[config.mk]
export PLATFORM = sky130hd
export DESIGN_NAME = timer16_pwm
export DESIGN_NICKNAME = d
export VERILOG_FILES = /design/src/shared/timer16_pkg.sv /design/src/verilog/timer16_pwm.sv
export VERILOG_INCLUDE_DIRS = /design/src /design/src/shared
export SDC_FILE = /design/constraint.sdc
export NUM_CORES = 1
export LEC_CHECK = 0
export ABC_AREA = 1
export BUFFER_PORTS_ARGS = -buffer_cell sky130_fd_sc_hd__buf_2
export CORE_MARGIN = 2
export CORE_UTILIZATION = 50
export CTS_BUF_LIST = sky130_fd_sc_hd__clkbuf_8
export DETAILED_ROUTE_END_ITERATION = 16
export PLACE_DENSITY = 0.69
export SLEW_MARGIN = 20
export SYNTH_ARGS = -nofsm -noshare
export SYNTH_HDL_FRONTEND = slang
export SYNTH_SLANG_ARGS = --single-unit
[constraint.sdc]
create_clock -name aclk -period 2.7 [get_ports aclk]
set_input_delay 0.135 -clock aclk [delete_from_list [all_inputs] [get_ports aclk]]
set_output_delay 0.135 -clock aclk [all_outputs]
set_load 0.01 [all_outputs]
[src/shared/timer16_params.svh]
// Purpose: constants of the 16-bit pwm timer block
// Assumes: included by bare name
// Notes:   offsets are byte addresses on the axi4-lite register bus
`ifndef TIMER16_PARAMS_SVH
`define TIMER16_PARAMS_SVH
// ----------------------------------------------------------------------------
// register byte offsets
// ----------------------------------------------------------------------------
`define T16_OFS_CTRL     8'h00
`define T16_OFS_COUNT    8'h04
`define T16_OFS_CMP_A    8'h08
`define T16_OFS_CMP_B    8'h0C
`define T16_OFS_CAPTURE  8'h10
`define T16_OFS_FLAGS    8'h14
`define T16_OFS_PRESCALE 8'h18
// ----------------------------------------------------------------------------
// control field positions and fixed tops
// ----------------------------------------------------------------------------
`define T16_WGM_LSB      0
`define T16_COMA_LSB     4
`define T16_COMB_LSB     6
`define T16_TOP_8BIT     16'h00FF
`define T16_TOP_9BIT     16'h01FF
`define T16_TOP_10BIT    16'h03FF
`define T16_MAX          16'hFFFF
`define T16_BOTTOM       16'h0000
`define T16_FLAG_OVF     0
`define T16_FLAG_CMPA    1
`define T16_FLAG_CMPB    2
`define T16_FLAG_CAP     3
`define T16_RESP_OKAY    2'h0
`define T16_RESP_SLVERR  2'h2
`endif

[src/shared/timer16_pkg.sv]
// Purpose: types of the 16-bit pwm timer block
// Assumes: nothing
// Notes:   waveform mode codes are the documented 4-bit values
package timer16_pkg;
   typedef enum logic [3:0] {
      WGM_NORMAL   = 4'h0,
      WGM_PC8      = 4'h1,
      WGM_PC9      = 4'h2,
      WGM_PC10     = 4'h3,
      WGM_FAST8    = 4'h5,
      WGM_FAST9    = 4'h6,
      WGM_FAST10   = 4'h7,
      WGM_PC_CAP   = 4'hA,
      WGM_PC_CMPA  = 4'hB,
      WGM_FAST_CAP = 4'hE,
      WGM_FAST_CMP = 4'hF
   } waveform_mode_t;
   typedef enum logic [1:0] {
      ACT_OFF    = 2'h0,
      ACT_TOGGLE = 2'h1,
      ACT_CLEAR  = 2'h2,
      ACT_SET    = 2'h3
   } output_action_t;
endpackage

[src/verilog/timer16_pwm.sv]
// Purpose: fast and phase-correct pwm waveform generator of a 16-bit timer
// Assumes: axi4-lite slave, one clock, synchronous active-low reset
// Notes:   includes its own prescaler producing the timer clock enable
// Operation
// - fast pwm top: fixed 8/9/10-bit ones, capture reg (14) or compare a (15)
// - fast pwm counts up from bottom, returns to bottom cycle after top
// - fast pwm raises overflow flag each time counter reaches top
// - register-defined top raises compare-a or capture flag with overflow flag
// - fixed top modes mask compare bits above top width on write
// - capture reg as top is unbuffered; missed top runs to max and wraps
// - compare a writes buffered, loaded when count matches top
// - fast pwm mode two clears on match, sets at bottom; three opposite
// - fast pwm period is top plus one timer clock cycles
// - compare zero gives spike; compare equal top gives constant level
// - mode 15 with toggle action gives 50% square wave on output a
// - phase-correct modes 1,2,3,10,11 count up to top then down
// - phase-correct top fixed for 1..3, capture for 10, compare a for 11
// - phase-correct count turns at top without holding it an extra timer cycle
// - phase-correct non-inverting clears on up match, sets on down match
// - phase-correct raises overflow flag at bottom
// - phase-correct loads compare buffers at top, flags register top there
// - each compare unit flags when counter equals its compare register
// - phase-correct period is twice top timer cycles
// - phase-correct non-inverting compare at bottom keeps low, at top keeps high
// - mode 11 with toggle action gives 50% duty on output a
//
// Local design decisions: the AXI4-Lite interface to the registers and the register offsets.
`timescale 1ns/1ns
`default_nettype none
`include "timer16_params.svh"
module timer16_pwm #(
   parameter int ADDR_W = 8
) (
   input  wire logic              aclk,
   input  wire logic              aresetn,
   input  wire logic [ADDR_W-1:0] s_axi_awaddr,
   input  wire logic              s_axi_awvalid,
   output logic                   s_axi_awready,
   input  wire logic [31:0]       s_axi_wdata,
   input  wire logic [3:0]        s_axi_wstrb,
   input  wire logic              s_axi_wvalid,
   output logic                   s_axi_wready,
   output logic [1:0]             s_axi_bresp,
   output logic                   s_axi_bvalid,
   input  wire logic              s_axi_bready,
   input  wire logic [ADDR_W-1:0] s_axi_araddr,
   input  wire logic              s_axi_arvalid,
   output logic                   s_axi_arready,
   output logic [31:0]            s_axi_rdata,
   output logic [1:0]             s_axi_rresp,
   output logic                   s_axi_rvalid,
   input  wire logic              s_axi_rready,
   output logic                   wave_out_a,
   output logic                   wave_out_b,
   output logic                   overflow_flag,
   output logic                   compare_a_flag,
   output logic                   capture_flag
);
   // ------------------------------------------------------------------------
   // state
   // ------------------------------------------------------------------------
   logic [3:0]          waveform_mode_reg;
   logic [1:0]          output_action_mode_a_reg;
   logic [1:0]          output_action_mode_b_reg;
   logic [15:0]         counter_value_reg;
   logic                count_down_reg;
   logic [15:0]         compare_reg_a_reg;
   logic [15:0]         compare_reg_b_reg;
   logic [15:0]         compare_buf_a_reg;
   logic [15:0]         compare_buf_b_reg;
   logic [15:0]         capture_reg_reg;
   logic [3:0]          flags_reg;
   logic [15:0]         prescale_div_reg;
   logic [15:0]         prescale_cnt_reg;
   logic                tick_reg;
   logic                aw_held_reg;
   logic                w_held_reg;
   logic [ADDR_W-1:0]   aw_addr_reg;
   logic [31:0]         w_data_reg;
   logic [3:0]          w_strb_reg;

   // ------------------------------------------------------------------------
   // mode decode
   // ------------------------------------------------------------------------
   logic        is_fast;
   logic        is_pc;
   logic        top_is_cmpa;
   logic        top_is_cap;
   logic [15:0] top_value;
   logic [15:0] fixed_mask;
   always_comb begin
      is_fast     = 1'b0;
      is_pc       = 1'b0;
      top_is_cmpa = 1'b0;
      top_is_cap  = 1'b0;
      top_value   = `T16_MAX;
      fixed_mask  = `T16_MAX;
      case (timer16_pkg::waveform_mode_t'(waveform_mode_reg))
         timer16_pkg::WGM_FAST8: begin
            is_fast = 1'b1; top_value = `T16_TOP_8BIT; fixed_mask = `T16_TOP_8BIT;
         end
         timer16_pkg::WGM_FAST9: begin
            is_fast = 1'b1; top_value = `T16_TOP_9BIT; fixed_mask = `T16_TOP_9BIT;
         end
         timer16_pkg::WGM_FAST10: begin
            is_fast = 1'b1; top_value = `T16_TOP_10BIT; fixed_mask = `T16_TOP_10BIT;
         end
         timer16_pkg::WGM_FAST_CAP: begin
            is_fast = 1'b1; top_is_cap = 1'b1; top_value = capture_reg_reg;
         end
         timer16_pkg::WGM_FAST_CMP: begin
            is_fast = 1'b1; top_is_cmpa = 1'b1; top_value = compare_reg_a_reg;
         end
         timer16_pkg::WGM_PC8: begin
            is_pc = 1'b1; top_value = `T16_TOP_8BIT; fixed_mask = `T16_TOP_8BIT;
         end
         timer16_pkg::WGM_PC9: begin
            is_pc = 1'b1; top_value = `T16_TOP_9BIT; fixed_mask = `T16_TOP_9BIT;
         end
         timer16_pkg::WGM_PC10: begin
            is_pc = 1'b1; top_value = `T16_TOP_10BIT; fixed_mask = `T16_TOP_10BIT;
         end
         timer16_pkg::WGM_PC_CAP: begin
            is_pc = 1'b1; top_is_cap = 1'b1; top_value = capture_reg_reg;
         end
         timer16_pkg::WGM_PC_CMPA: begin
            is_pc = 1'b1; top_is_cmpa = 1'b1; top_value = compare_reg_a_reg;
         end
         default: is_fast = 1'b0; // other modes: counter stands still
      endcase
   end

   logic at_top;
   logic at_bottom;
   logic match_a;
   logic match_b;
   logic tick;
   assign tick      = tick_reg;
   assign at_top    = (counter_value_reg == top_value);
   assign at_bottom = (counter_value_reg == `T16_BOTTOM);
   assign match_a   = (counter_value_reg == compare_reg_a_reg);
   assign match_b   = (counter_value_reg == compare_reg_b_reg);

   // ------------------------------------------------------------------------
   // prescaler: tick once every prescale_div_reg+1 clocks
   // ------------------------------------------------------------------------
   // software picks the divide minus one (0,7,63,255,1023 for the usual set)
   always_ff @(posedge aclk) begin
      if (!aresetn) begin
         prescale_cnt_reg <= `T16_BOTTOM;
         tick_reg         <= 1'b0;
      end else if (prescale_cnt_reg >= prescale_div_reg) begin
         prescale_cnt_reg <= `T16_BOTTOM;
         tick_reg         <= 1'b1;
      end else begin
         prescale_cnt_reg <= prescale_cnt_reg + 16'h0001;
         tick_reg         <= 1'b0;
      end
   end

   // ------------------------------------------------------------------------
   // axi4-lite write path
   // ------------------------------------------------------------------------
   logic do_write;
   assign do_write = aw_held_reg && w_held_reg && !s_axi_bvalid;
   always_ff @(posedge aclk) begin
      if (!aresetn) begin
         aw_held_reg  <= 1'b0;
         w_held_reg   <= 1'b0;
         aw_addr_reg  <= '0;
         w_data_reg   <= 32'h0000_0000;
         w_strb_reg   <= 4'h0;
         s_axi_bvalid <= 1'b0;
         s_axi_bresp  <= `T16_RESP_OKAY;
      end else begin
         if (s_axi_awvalid && s_axi_awready) begin
            aw_held_reg <= 1'b1;
            aw_addr_reg <= s_axi_awaddr;
         end
         if (s_axi_wvalid && s_axi_wready) begin
            w_held_reg <= 1'b1;
            w_data_reg <= s_axi_wdata;
            w_strb_reg <= s_axi_wstrb;
         end
         if (do_write) begin
            aw_held_reg  <= 1'b0;
            w_held_reg   <= 1'b0;
            s_axi_bvalid <= 1'b1;
            s_axi_bresp  <= (aw_addr_reg[7:0] > `T16_OFS_PRESCALE)
                            ? `T16_RESP_SLVERR : `T16_RESP_OKAY;
         end else if (s_axi_bvalid && s_axi_bready) begin
            s_axi_bvalid <= 1'b0;
         end
      end
   end
   // ready only while the slot is empty, so each channel is taken once
   always_ff @(posedge aclk) begin
      if (!aresetn) begin
         s_axi_awready <= 1'b0;
         s_axi_wready  <= 1'b0;
      end else begin
         s_axi_awready <= !aw_held_reg && !(s_axi_awvalid && s_axi_awready);
         s_axi_wready  <= !w_held_reg && !(s_axi_wvalid && s_axi_wready);
      end
   end

   // merge byte lanes of a 16-bit register with the write data
   function automatic logic [15:0] merge16(input logic [15:0] old,
                                           input logic [31:0] d,
                                           input logic [3:0]  s);
      merge16 = {s[1] ? d[15:8] : old[15:8], s[0] ? d[7:0] : old[7:0]};
   endfunction

   logic wr_ctrl;
   logic wr_count;
   logic wr_cmp_a;
   logic wr_cmp_b;
   logic wr_cap;
   logic wr_flags;
   logic wr_pre;
   assign wr_ctrl  = do_write && (aw_addr_reg[7:0] == `T16_OFS_CTRL);
   assign wr_count = do_write && (aw_addr_reg[7:0] == `T16_OFS_COUNT);
   assign wr_cmp_a = do_write && (aw_addr_reg[7:0] == `T16_OFS_CMP_A);
   assign wr_cmp_b = do_write && (aw_addr_reg[7:0] == `T16_OFS_CMP_B);
   assign wr_cap   = do_write && (aw_addr_reg[7:0] == `T16_OFS_CAPTURE);
   assign wr_flags = do_write && (aw_addr_reg[7:0] == `T16_OFS_FLAGS);
   assign wr_pre   = do_write && (aw_addr_reg[7:0] == `T16_OFS_PRESCALE);

   // ------------------------------------------------------------------------
   // control, capture and prescale registers
   // ------------------------------------------------------------------------
   always_ff @(posedge aclk) begin
      if (!aresetn) begin
         waveform_mode_reg        <= 4'h0;
         output_action_mode_a_reg <= 2'h0;
         output_action_mode_b_reg <= 2'h0;
         capture_reg_reg          <= `T16_BOTTOM;
         prescale_div_reg         <= `T16_BOTTOM;
      end else begin
         if (wr_ctrl && w_strb_reg[0]) begin
            waveform_mode_reg        <= w_data_reg[`T16_WGM_LSB +: 4];
            output_action_mode_a_reg <= w_data_reg[`T16_COMA_LSB +: 2];
            output_action_mode_b_reg <= w_data_reg[`T16_COMB_LSB +: 2];
         end
         // unbuffered: a top below the count is missed until wrap
         if (wr_cap)
            capture_reg_reg <= merge16(capture_reg_reg, w_data_reg, w_strb_reg);
         if (wr_pre)
            prescale_div_reg <= merge16(prescale_div_reg, w_data_reg, w_strb_reg);
      end
   end

   // ------------------------------------------------------------------------
   // compare buffers and active compare registers
   // ------------------------------------------------------------------------
   logic load_point;
   assign load_point = tick && at_top && (is_fast || (is_pc && !count_down_reg));
   always_ff @(posedge aclk) begin
      if (!aresetn) begin
         compare_buf_a_reg <= `T16_BOTTOM;
         compare_buf_b_reg <= `T16_BOTTOM;
         compare_reg_a_reg <= `T16_BOTTOM;
         compare_reg_b_reg <= `T16_BOTTOM;
      end else begin
         if (wr_cmp_a)
            compare_buf_a_reg <= merge16(compare_buf_a_reg, w_data_reg, w_strb_reg)
                                 & fixed_mask;
         if (wr_cmp_b)
            compare_buf_b_reg <= merge16(compare_buf_b_reg, w_data_reg, w_strb_reg)
                                 & fixed_mask;
         if (!(is_fast || is_pc)) begin
            // non-pwm modes are unbuffered
            compare_reg_a_reg <= compare_buf_a_reg;
            compare_reg_b_reg <= compare_buf_b_reg;
         end else if (load_point) begin
            compare_reg_a_reg <= compare_buf_a_reg;
            compare_reg_b_reg <= compare_buf_b_reg;
         end
      end
   end

   // ------------------------------------------------------------------------
   // counter and direction
   // ------------------------------------------------------------------------
   always_ff @(posedge aclk) begin
      if (!aresetn) begin
         counter_value_reg <= `T16_BOTTOM;
         count_down_reg    <= 1'b0;
      end else if (wr_count) begin
         counter_value_reg <= merge16(counter_value_reg, w_data_reg, w_strb_reg);
      end else if (tick) begin
         if (is_fast) begin
            count_down_reg <= 1'b0;
            // past a missed top the count runs to max and wraps naturally
            if (at_top)
               counter_value_reg <= `T16_BOTTOM;
            else
               counter_value_reg <= counter_value_reg + 16'h0001;
         end else if (is_pc) begin
            // top and bottom each stand for one tick, so the turn adds no tick
            if (at_top && !count_down_reg)
               count_down_reg <= 1'b1;
            else if (count_down_reg && at_bottom)
               count_down_reg <= 1'b0;
            if ((count_down_reg && !at_bottom) || (at_top && !count_down_reg))
               counter_value_reg <= counter_value_reg - 16'h0001;
            else
               counter_value_reg <= counter_value_reg + 16'h0001;
         end
      end
   end

   // ------------------------------------------------------------------------
   // flags: hardware set wins over software write-one clear
   // ------------------------------------------------------------------------
   logic [3:0] flag_set;
   always_comb begin
      flag_set = 4'h0;
      if (tick) begin
         flag_set[`T16_FLAG_OVF]  = (is_fast && at_top)
                                  || (is_pc && at_bottom && count_down_reg);
         flag_set[`T16_FLAG_CMPA] = match_a || (load_point && top_is_cmpa);
         flag_set[`T16_FLAG_CMPB] = match_b;
         flag_set[`T16_FLAG_CAP]  = load_point && top_is_cap;
      end
   end
   always_ff @(posedge aclk) begin
      if (!aresetn)
         flags_reg <= 4'h0;
      else if (wr_flags && w_strb_reg[0])
         flags_reg <= (flags_reg & ~w_data_reg[3:0]) | flag_set;
      else
         flags_reg <= flags_reg | flag_set;
   end
   always_ff @(posedge aclk) begin
      if (!aresetn) begin
         overflow_flag  <= 1'b0;
         compare_a_flag <= 1'b0;
         capture_flag   <= 1'b0;
      end else begin
         overflow_flag  <= flags_reg[`T16_FLAG_OVF];
         compare_a_flag <= flags_reg[`T16_FLAG_CMPA];
         capture_flag   <= flags_reg[`T16_FLAG_CAP];
      end
   end

   // ------------------------------------------------------------------------
   // output actions
   // ------------------------------------------------------------------------
   function automatic logic next_wave(input logic cur, input logic [1:0] act,
                                      input logic match, input logic fast,
                                      input logic pc, input logic top_hit,
                                      input logic down, input logic cmpa_top);
      logic inv;
      inv       = (act == timer16_pkg::ACT_SET);
      next_wave = cur;
      if (act == timer16_pkg::ACT_TOGGLE) begin
         if (cmpa_top && match)
            next_wave = ~cur;
      end else if (act != timer16_pkg::ACT_OFF) begin
         if (fast) begin
            // match wins over top, so compare equal to top gives a level
            if (match)
               next_wave = inv;
            else if (top_hit)
               next_wave = ~inv;
         end else if (pc && match) begin
            next_wave = down ? ~inv : inv;
         end
      end
   endfunction

   logic pc_down_eff;
   // a match at top counts as downward, so compare equal to top holds the level of a downward match
   assign pc_down_eff = (count_down_reg && !at_bottom) || at_top;
   always_ff @(posedge aclk) begin
      if (!aresetn) begin
         wave_out_a <= 1'b0;
         wave_out_b <= 1'b0;
      end else if (tick) begin
         wave_out_a <= next_wave(wave_out_a, output_action_mode_a_reg, match_a, is_fast,
                                 is_pc, at_top, pc_down_eff, top_is_cmpa);
         wave_out_b <= next_wave(wave_out_b, output_action_mode_b_reg, match_b, is_fast,
                                 is_pc, at_top, pc_down_eff, 1'b0);
      end
   end

   // ------------------------------------------------------------------------
   // axi4-lite read path
   // ------------------------------------------------------------------------
   always_ff @(posedge aclk) begin
      if (!aresetn) begin
         s_axi_arready <= 1'b0;
         s_axi_rvalid  <= 1'b0;
         s_axi_rdata   <= 32'h0000_0000;
         s_axi_rresp   <= `T16_RESP_OKAY;
      end else begin
         s_axi_arready <= !s_axi_rvalid && !(s_axi_arvalid && s_axi_arready);
         if (s_axi_arvalid && s_axi_arready) begin
            s_axi_rvalid <= 1'b1;
            s_axi_rresp  <= `T16_RESP_OKAY;
            case (s_axi_araddr[7:0])
               `T16_OFS_CTRL:     s_axi_rdata <= {24'h000000, output_action_mode_b_reg,
                                                  output_action_mode_a_reg, waveform_mode_reg};
               `T16_OFS_COUNT:    s_axi_rdata <= {16'h0000, counter_value_reg};
               `T16_OFS_CMP_A:    s_axi_rdata <= {16'h0000, compare_buf_a_reg};
               `T16_OFS_CMP_B:    s_axi_rdata <= {16'h0000, compare_buf_b_reg};
               `T16_OFS_CAPTURE:  s_axi_rdata <= {16'h0000, capture_reg_reg};
               `T16_OFS_FLAGS:    s_axi_rdata <= {28'h0000000, flags_reg};
               `T16_OFS_PRESCALE: s_axi_rdata <= {16'h0000, prescale_div_reg};
               default: begin
                  s_axi_rdata <= 32'h0000_0000;
                  s_axi_rresp <= `T16_RESP_SLVERR;
               end
            endcase
         end else if (s_axi_rvalid && s_axi_rready) begin
            s_axi_rvalid <= 1'b0;
         end
      end
   end
endmodule
`default_nettype wire

==> results.py, run 1 <==
metrics = {
    "power_and_ir_drop": {
        "ir_drop_v": 0.000411,
        "leakage_nw": 5.16,
        "internal_power_mw": 3.86,
        "pwr-share-seq": 0.545,
        "p_clk_frac": 0.390,
        "powerDensity_nw_per_um2": 443,
        "pwr-share-comb": 0.065,
        "swShare": 0.298,
        "switchingPower_mw": 1.64,
    },
    "setup_path": {
        "crit_path_start": "waveform_mode_reg[1]",
        "crit_fanout": 10,
        "cp.required_ps": 3120,
        "r2r-end": "counter_value_reg[11]",
        "cp.arrival_ps": 2950,
        "worstSetupStartpointType": "register",
        "r2r_start": "waveform_mode_reg[1]",
        "ff2ff_path_depth": 16,
        "r2r_slack_ps": 170,
        "worst-setup-path-type": "register to register",
        "cp-end-kind": "register",
    },
    "logic_synthesis": {
        "ys_warn_count": 0,
        "syn_area_sq_um": 10700,
        "synth_ff_type": "dfxtp_1",
        "synthArstFlopShare": 0,
        "synth_edf_count": 0,
        "ys_seq_elements": 198,
        "seq_area_frac_synth": 0.371,
        "syn_inst": 1536,
        "postSynthAreaPerCell_sq_um": 6.96,
        "synth_cell_type_count": 49,
    },
    "min_path": {
        "min-delay-start": "s_axi_awvalid",
        "hp-class": "input pin to register",
        "hold_depth": 3,
        "hold_end": "aw_addr_reg[2]",
    },
    "drt": {
        "post_drt_wl_per_cell_um": 17.3,
        "route.detailed.drc": 0,
        "route.final.wire_length_mm": 33.7,
        "final_antenna_net_count": 0,
        "drt_iter0_markers": 1003,
        "drtPass1Iterations": 8,
        "via_per_inst": 5.62,
        "vias": 10900,
    },
    "finish": {
        "final_common_cell": "nand2_1",
        "fin_cells": 1942,
        "final_nets": 1733,
        "fill_cells": 2016,
        "layout_common_cells": "264 x nand2_1, 195 x dfxtp_1, 175 x inv_1, 153 x a21oi_1, 143 x o21ai_0",
        "antenna_cells": 0,
        "final_util": 0.589,
        "syn_to_final_growth_pct": 15.8,
        "drive_above_1_share": 0.127,
    },
    "floorplanning": {
        "start_util": 0.509,
        "fp.dieW_um": 150,
        "dieHeight_um": 150,
        "floorplan.rows": 53,
        "core_sq_um": 21000,
        "die_area_sq_um": 22600,
        "ios": 105,
    },
    "placement": {
        "place_congestion": 0.923,
        "hpwl_mm": 24.4,
        "placed_cells": 1859,
        "port-buffer-count": 68,
    },
    "cts": {
        "cts_sinks": 198,
        "insertion_delay_ps": 510,
        "htree_levels": 4,
        "clk_pin_slew_ps": 130,
        "root_buffer": "clkbuf_8",
        "cts_tree": "yes",
        "cts_made_buffers": 17,
        "cts_buffer_depth": 2,
    },
    "global_route": {
        "grt.total_usage": 0.297,
        "grt_pass1_vias": 9696,
        "grt_pass1_wl_mm": 51.9,
        "antenna_found_initial": 0,
        "gr-total-overflow": 0,
        "grt_max_degree": 91,
    },
    "run_status": {
        "outcome": "finished, final reports clean",
    },
    "timing": {
        "period_needed_ps": 2530,
        "slew_headroom": 0.370,
        "fin_setup_tns_ps": 0,
        "max_freq_mhz": 395,
        "hold_ws_ps": 144,
        "fin_crit_sh": 0.937,
        "final_max_slew_viol_count": 0,
        "tightest_slew_ps": 939,
        "hold_violations": 0,
        "skew_ps": 23.8,
        "setup_viol": 0,
    },
    "flow_run": {
        "maxCapViolCount": 0,
    },
}
## repair_timing
action,4_1_cts,5_1_grt
gates resized for setup,0,10
hold buffers,38,0
endpoints found under the setup margin,0,49
hold endpoints to repair,34,0
buffers inserted,0,10
## per-layer routing
metal / share of wire / vias to the layer above / global-route usage
met5: 0 / - / 0
met4: 0.023 / 0 / 0.0962
met3: 0.081 / 59 / 0.0479
met2: 0.46 / 477 / 0.475
met1: 0.44 / 5062 / 0.409
li1: - / 5323 / -
## Yosys cell counts (24+ instances only)
cell	number	area (sq um)
xor2_1	27	236
dfxtp_1	198	3960
nor2_1	112	420
nand4_1	28	175
a211oi_1	25	188
nor3_1	24	120
a21oi_1	153	766
nand2_1	265	995
clkbuf_1	55	206
inv_1	176	661
nand3_1	107	536
o21ai_1	32	160
xnor2_1	29	254
o21ai_0	143	716
## stage by stage
step                worst slack (ps)  power, mW  area [sq um]
finish                           171       5.49         12400
CTS                             61.1       5.50         12200
global route                   -6.31       5.67         12400
floorplan                        603       3.26         10800
global placement                 173       3.36         11400
detailed placement              94.4       3.36         11400
## cell type report
cell class / instances / area, sq um / share of cell area
Timing Repair Buffer: 173 / 1270 / 0.102
Multi-Input combinational cell: 1079 / 5650 / 0.456
Clock buffer: 17 / 234 / 0.0189
Inverter: 185 / 699 / 0.0565
Sequential cell: 198 / 3970 / 0.320
Tap cell: 275 / 344 / 0.0278
Clock inverter: 15 / 221 / 0.0179
## how the worst max path moves through the flow
stage / end / slack (ps) / cells after the start
final: counter_value_reg[11] / 170 / 16
after global routing: compare_reg_b_reg[4] / -6 / 16
after CTS: wave_out_b / 60 / 16
after detailed placement: wave_out_a / 90 / 15
after global placement: wave_out_b / 170 / 16
after floorplan: counter_value_reg[13] / 600 / 10
## critical path, cell delays in order, from the launching register on
cell	delay, ps
dfxtp_2	400
nand2_4	160
nor2_4	310
nand2_1	130
nand3_1	90
nand2_1	70
nor2_1	140
nand2_1	80
nor2_2	120
nand3_2	140
nand2_4	180
nand3_4	170
clkinv_4	130
nand2_1	60
nand3_1	90
nand2_1	90
a21oi_2	100
## power by group through the flow
| stage | registers [mW] | clock network [mW] | logic (mW) |
|---|---|---|---|
| 4_1_cts | 2.99 | 2.16 | 0.348 |
| 3_5_place_dp | 3.06 | 0 | 0.303 |
| 5_1_grt | 3.00 | 2.28 | 0.394 |
| 6_report | 2.99 | 2.14 | 0.357 |
| 3_3_place_gp | 3.06 | 0 | 0.299 |
| 2_1_floorplan | 3.06 | 0 | 0.204 |
## cells by family after synthesis
kind of cell | share of synthesized area
and+or+nand+nor | 0.242
AOI/OAI and AO/OA | 0.208
buffers and inverters | 0.110
DFF | 0.371
xor gates and xnor gates | 0.0458
adders and majority gates | 0.0234
other | 0.000351
(Power assumes the default switching activity.)
==> run 2: changes to the inputs <==
==> constraint.sdc (replaced) <==
create_clock -name aclk -period 2.4 [get_ports aclk]
set_input_delay 0.12 -clock aclk [delete_from_list [all_inputs] [get_ports aclk]]
set_output_delay 0.12 -clock aclk [all_outputs]
set_load 0.01 [all_outputs]
==> results.py, run 2 (synthesis results as in run 1) <==
metrics = {
    "setup_path": {
        "worst-setup-path-type": "register to register",
        "cp.required_ps": 2810,
        "slowest_stage": "dfxtp_4",
        "r2r_slack_ps": -20,
        "crit_fanout": 11,
        "worstSetupStartpointType": "register",
        "r2r-end": "compare_reg_a_reg[10]",
        "cp-end-kind": "register",
        "r2r_start": "waveform_mode_reg[3]",
        "crit_path_start": "waveform_mode_reg[3]",
        "cp_cell_sequence": "nand2_8 -> nor2_8 -> nand2_2 -> nand2_1 -> nand2_1 -> nand2_1 -> nand2_1 -> nor2_1 -> nand2_1 -> nor2_2 -> and2_4 -> o211ai_4 -> nand2_8 -> clkbuf_16 -> o21ai_1 -> a21oi_1",
        "cp.arrival_ps": 2830,
        "ff2ff_path_depth": 16,
        "cpMostUsedCell": "nand2_1",
        "slowest_delay_ps": 420,
    },
    "placement": {
        "preCtsSetupSlack_ps": 1.24,
        "port-buffer-count": 68,
        "hpwl_mm": 24.3,
        "place_congestion": 0.944,
        "placed_cells": 1886,
        "place_area_sq_um": 11600,
    },
    "timing": {
        "skew_ps": 22.2,
        "tightest_slew_ps": 709,
        "layout_setup_ws_ps": -20.0,
        "max_freq_mhz": 413,
        "fin_crit_sh": 1.01,
        "final_max_slew_viol_count": 0,
        "setup_viol": 1,
        "hold_violations": 0,
        "rsz0062_at_grt": "true",
        "period_needed_ps": 2420,
        "slew_headroom": 0.521,
    },
    "drt": {
        "route.final.wire_length_mm": 34.3,
        "drt_iter0_markers": 1074,
        "route.detailed.drc": 0,
        "via_per_inst": 5.62,
        "final_antenna_net_count": 0,
        "vias": 11200,
        "drtPass1Iterations": 6,
        "post_drt_wl_per_cell_um": 17.3,
    },
    "global_route": {
        "gr-total-overflow": 0,
        "grt_pass1_wl_mm": 52.7,
        "grt.total_usage": 0.299,
        "antenna_found_initial": 0,
        "grt_pass1_vias": 9992,
        "grt_max_degree": 120,
    },
    "floorplanning": {
        "start_util": 0.509,
        "ios": 105,
        "dieHeight_um": 150,
        "fp.dieW_um": 150,
        "core_sq_um": 21000,
        "die_area_sq_um": 22600,
        "floorplan.rows": 53,
    },
    "power_and_ir_drop": {
        "ir_drop_v": 0.000379,
        "p_clk_frac": 0.373,
        "pwr-share-seq": 0.558,
        "switchingPower_mw": 1.66,
        "leakage_nw": 5.48,
        "pwr-share-comb": 0.069,
        "powerDensity_nw_per_um2": 464,
        "internal_power_mw": 4.37,
        "swShare": 0.276,
    },
    "finish": {
        "final_common_cell": "nand2_1",
        "antenna_cells": 0,
        "drive_above_1_share": 0.165,
        "final_nets": 1776,
        "fin_cells": 1985,
        "fin_area_sq_um": 13000,
        "layout_common_cells": "246 x nand2_1, 194 x dfxtp_1, 176 x inv_1, 151 x a21oi_1, 141 x o21ai_0",
        "fill_cells": 1812,
        "syn_to_final_growth_pct": 21.7,
    },
    "min_path": {
        "hp-class": "input pin to register",
        "hold_end": "aw_addr_reg[3]",
        "hold_depth": 3,
        "min-delay-start": "s_axi_awvalid",
    },
    "cts": {
        "root_buffer": "clkbuf_8",
        "cts_tree": "yes",
        "clk_pin_slew_ps": 120,
        "htree_levels": 4,
        "cts_sinks": 198,
        "insertion_delay_ps": 500,
        "cts_made_buffers": 17,
        "cts_buffer_depth": 2,
    },
    "run_status": {
        "outcome": "finished, violations left",
        "violations": "setup timing",
    },
    "flow_run": {
        "maxCapViolCount": 0,
    },
}
==> run 2: cell types whose count changed in the layout (fill, tap and decap cells not counted), moves of 5 or more <==
cell     before  now
buf_12        0    7
nand3_1     107   97
nand2_1     264  246
inv_12        6    0
nand2_2      12   27
buf_4        65   88
buf_6         1    6
nand3_2       1   11
==> run 2: worst max path at each step <==
stage / slack [ps] / endpoint / depth (start not counted)
3_3_place_gp: 70 / flags_reg[0] / 15
2_1_floorplan: 300 / counter_value_reg[13] / 10
5_1_grt: -120 / compare_reg_a_reg[10] / 16
3_5_place_dp: 1 / flags_reg[0] / 15
4_1_cts: 20 / flags_reg[0] / 14
6_report: -20 / compare_reg_a_reg[10] / 16
==> run 2: what timing repair did <==
action	CTS	global route
hold buffers	42	0
endpoints found under the setup margin	4	54
pin swaps	1	30
setup buffers	3	15
cloned	1	6
gates resized for setup	3	59
endpoints found under the hold margin	31	0
==> run 2: critical path: cells and delay by family, from the launching register on <==
| kind | cells | cell delay (ps) |
|---|---|---|
| AOI/OAI and AO/OA | 3 | 340 |
| buffers and inverters | 1 | 190 |
| DFF | 1 | 420 |
| and+or+nand+nor | 12 | 1380 |
==> run 2: per-layer routing <==
metal / track usage / routed length (um)
met5: 0 / 0
met4: 0.0958 / 1010
met1: 0.413 / 14900
met2: 0.480 / 15700
met3: 0.0442 / 2600
==> run 2: layout make-up <==
type	instances	area, sq um	area share
Clock buffer	17	234	0.0180
Multi-Input combinational cell	1078	5790	0.445
Clock inverter	15	178	0.0136
Sequential cell	198	3980	0.305
Timing Repair Buffer	217	1790	0.138
Tap cell	275	344	0.0264
Inverter	185	702	0.0539
==> run 2: power by group through the flow <==
stage	clock (mW)	combinational [mW]	sequential, mW
2_1_floorplan	0	0.230	3.44
3_3_place_gp	0	0.340	3.44
3_5_place_dp	0	0.344	3.44
4_1_cts	2.28	0.402	3.37
5_1_grt	2.39	0.461	3.37
6_report	2.25	0.419	3.37
==> run 2: through the flow <==
step	power, mW	utilization	hold WS (ps)	setup TNS, ps
CTS	6.05	0.596	113	0
global placement	3.78	0.554	364	0
detailed placement	3.79	0.554	373	0
floorplan	3.67	-	279	0
finish	6.04	0.619	143	-20.0
global route	6.22	0.619	192	-1950
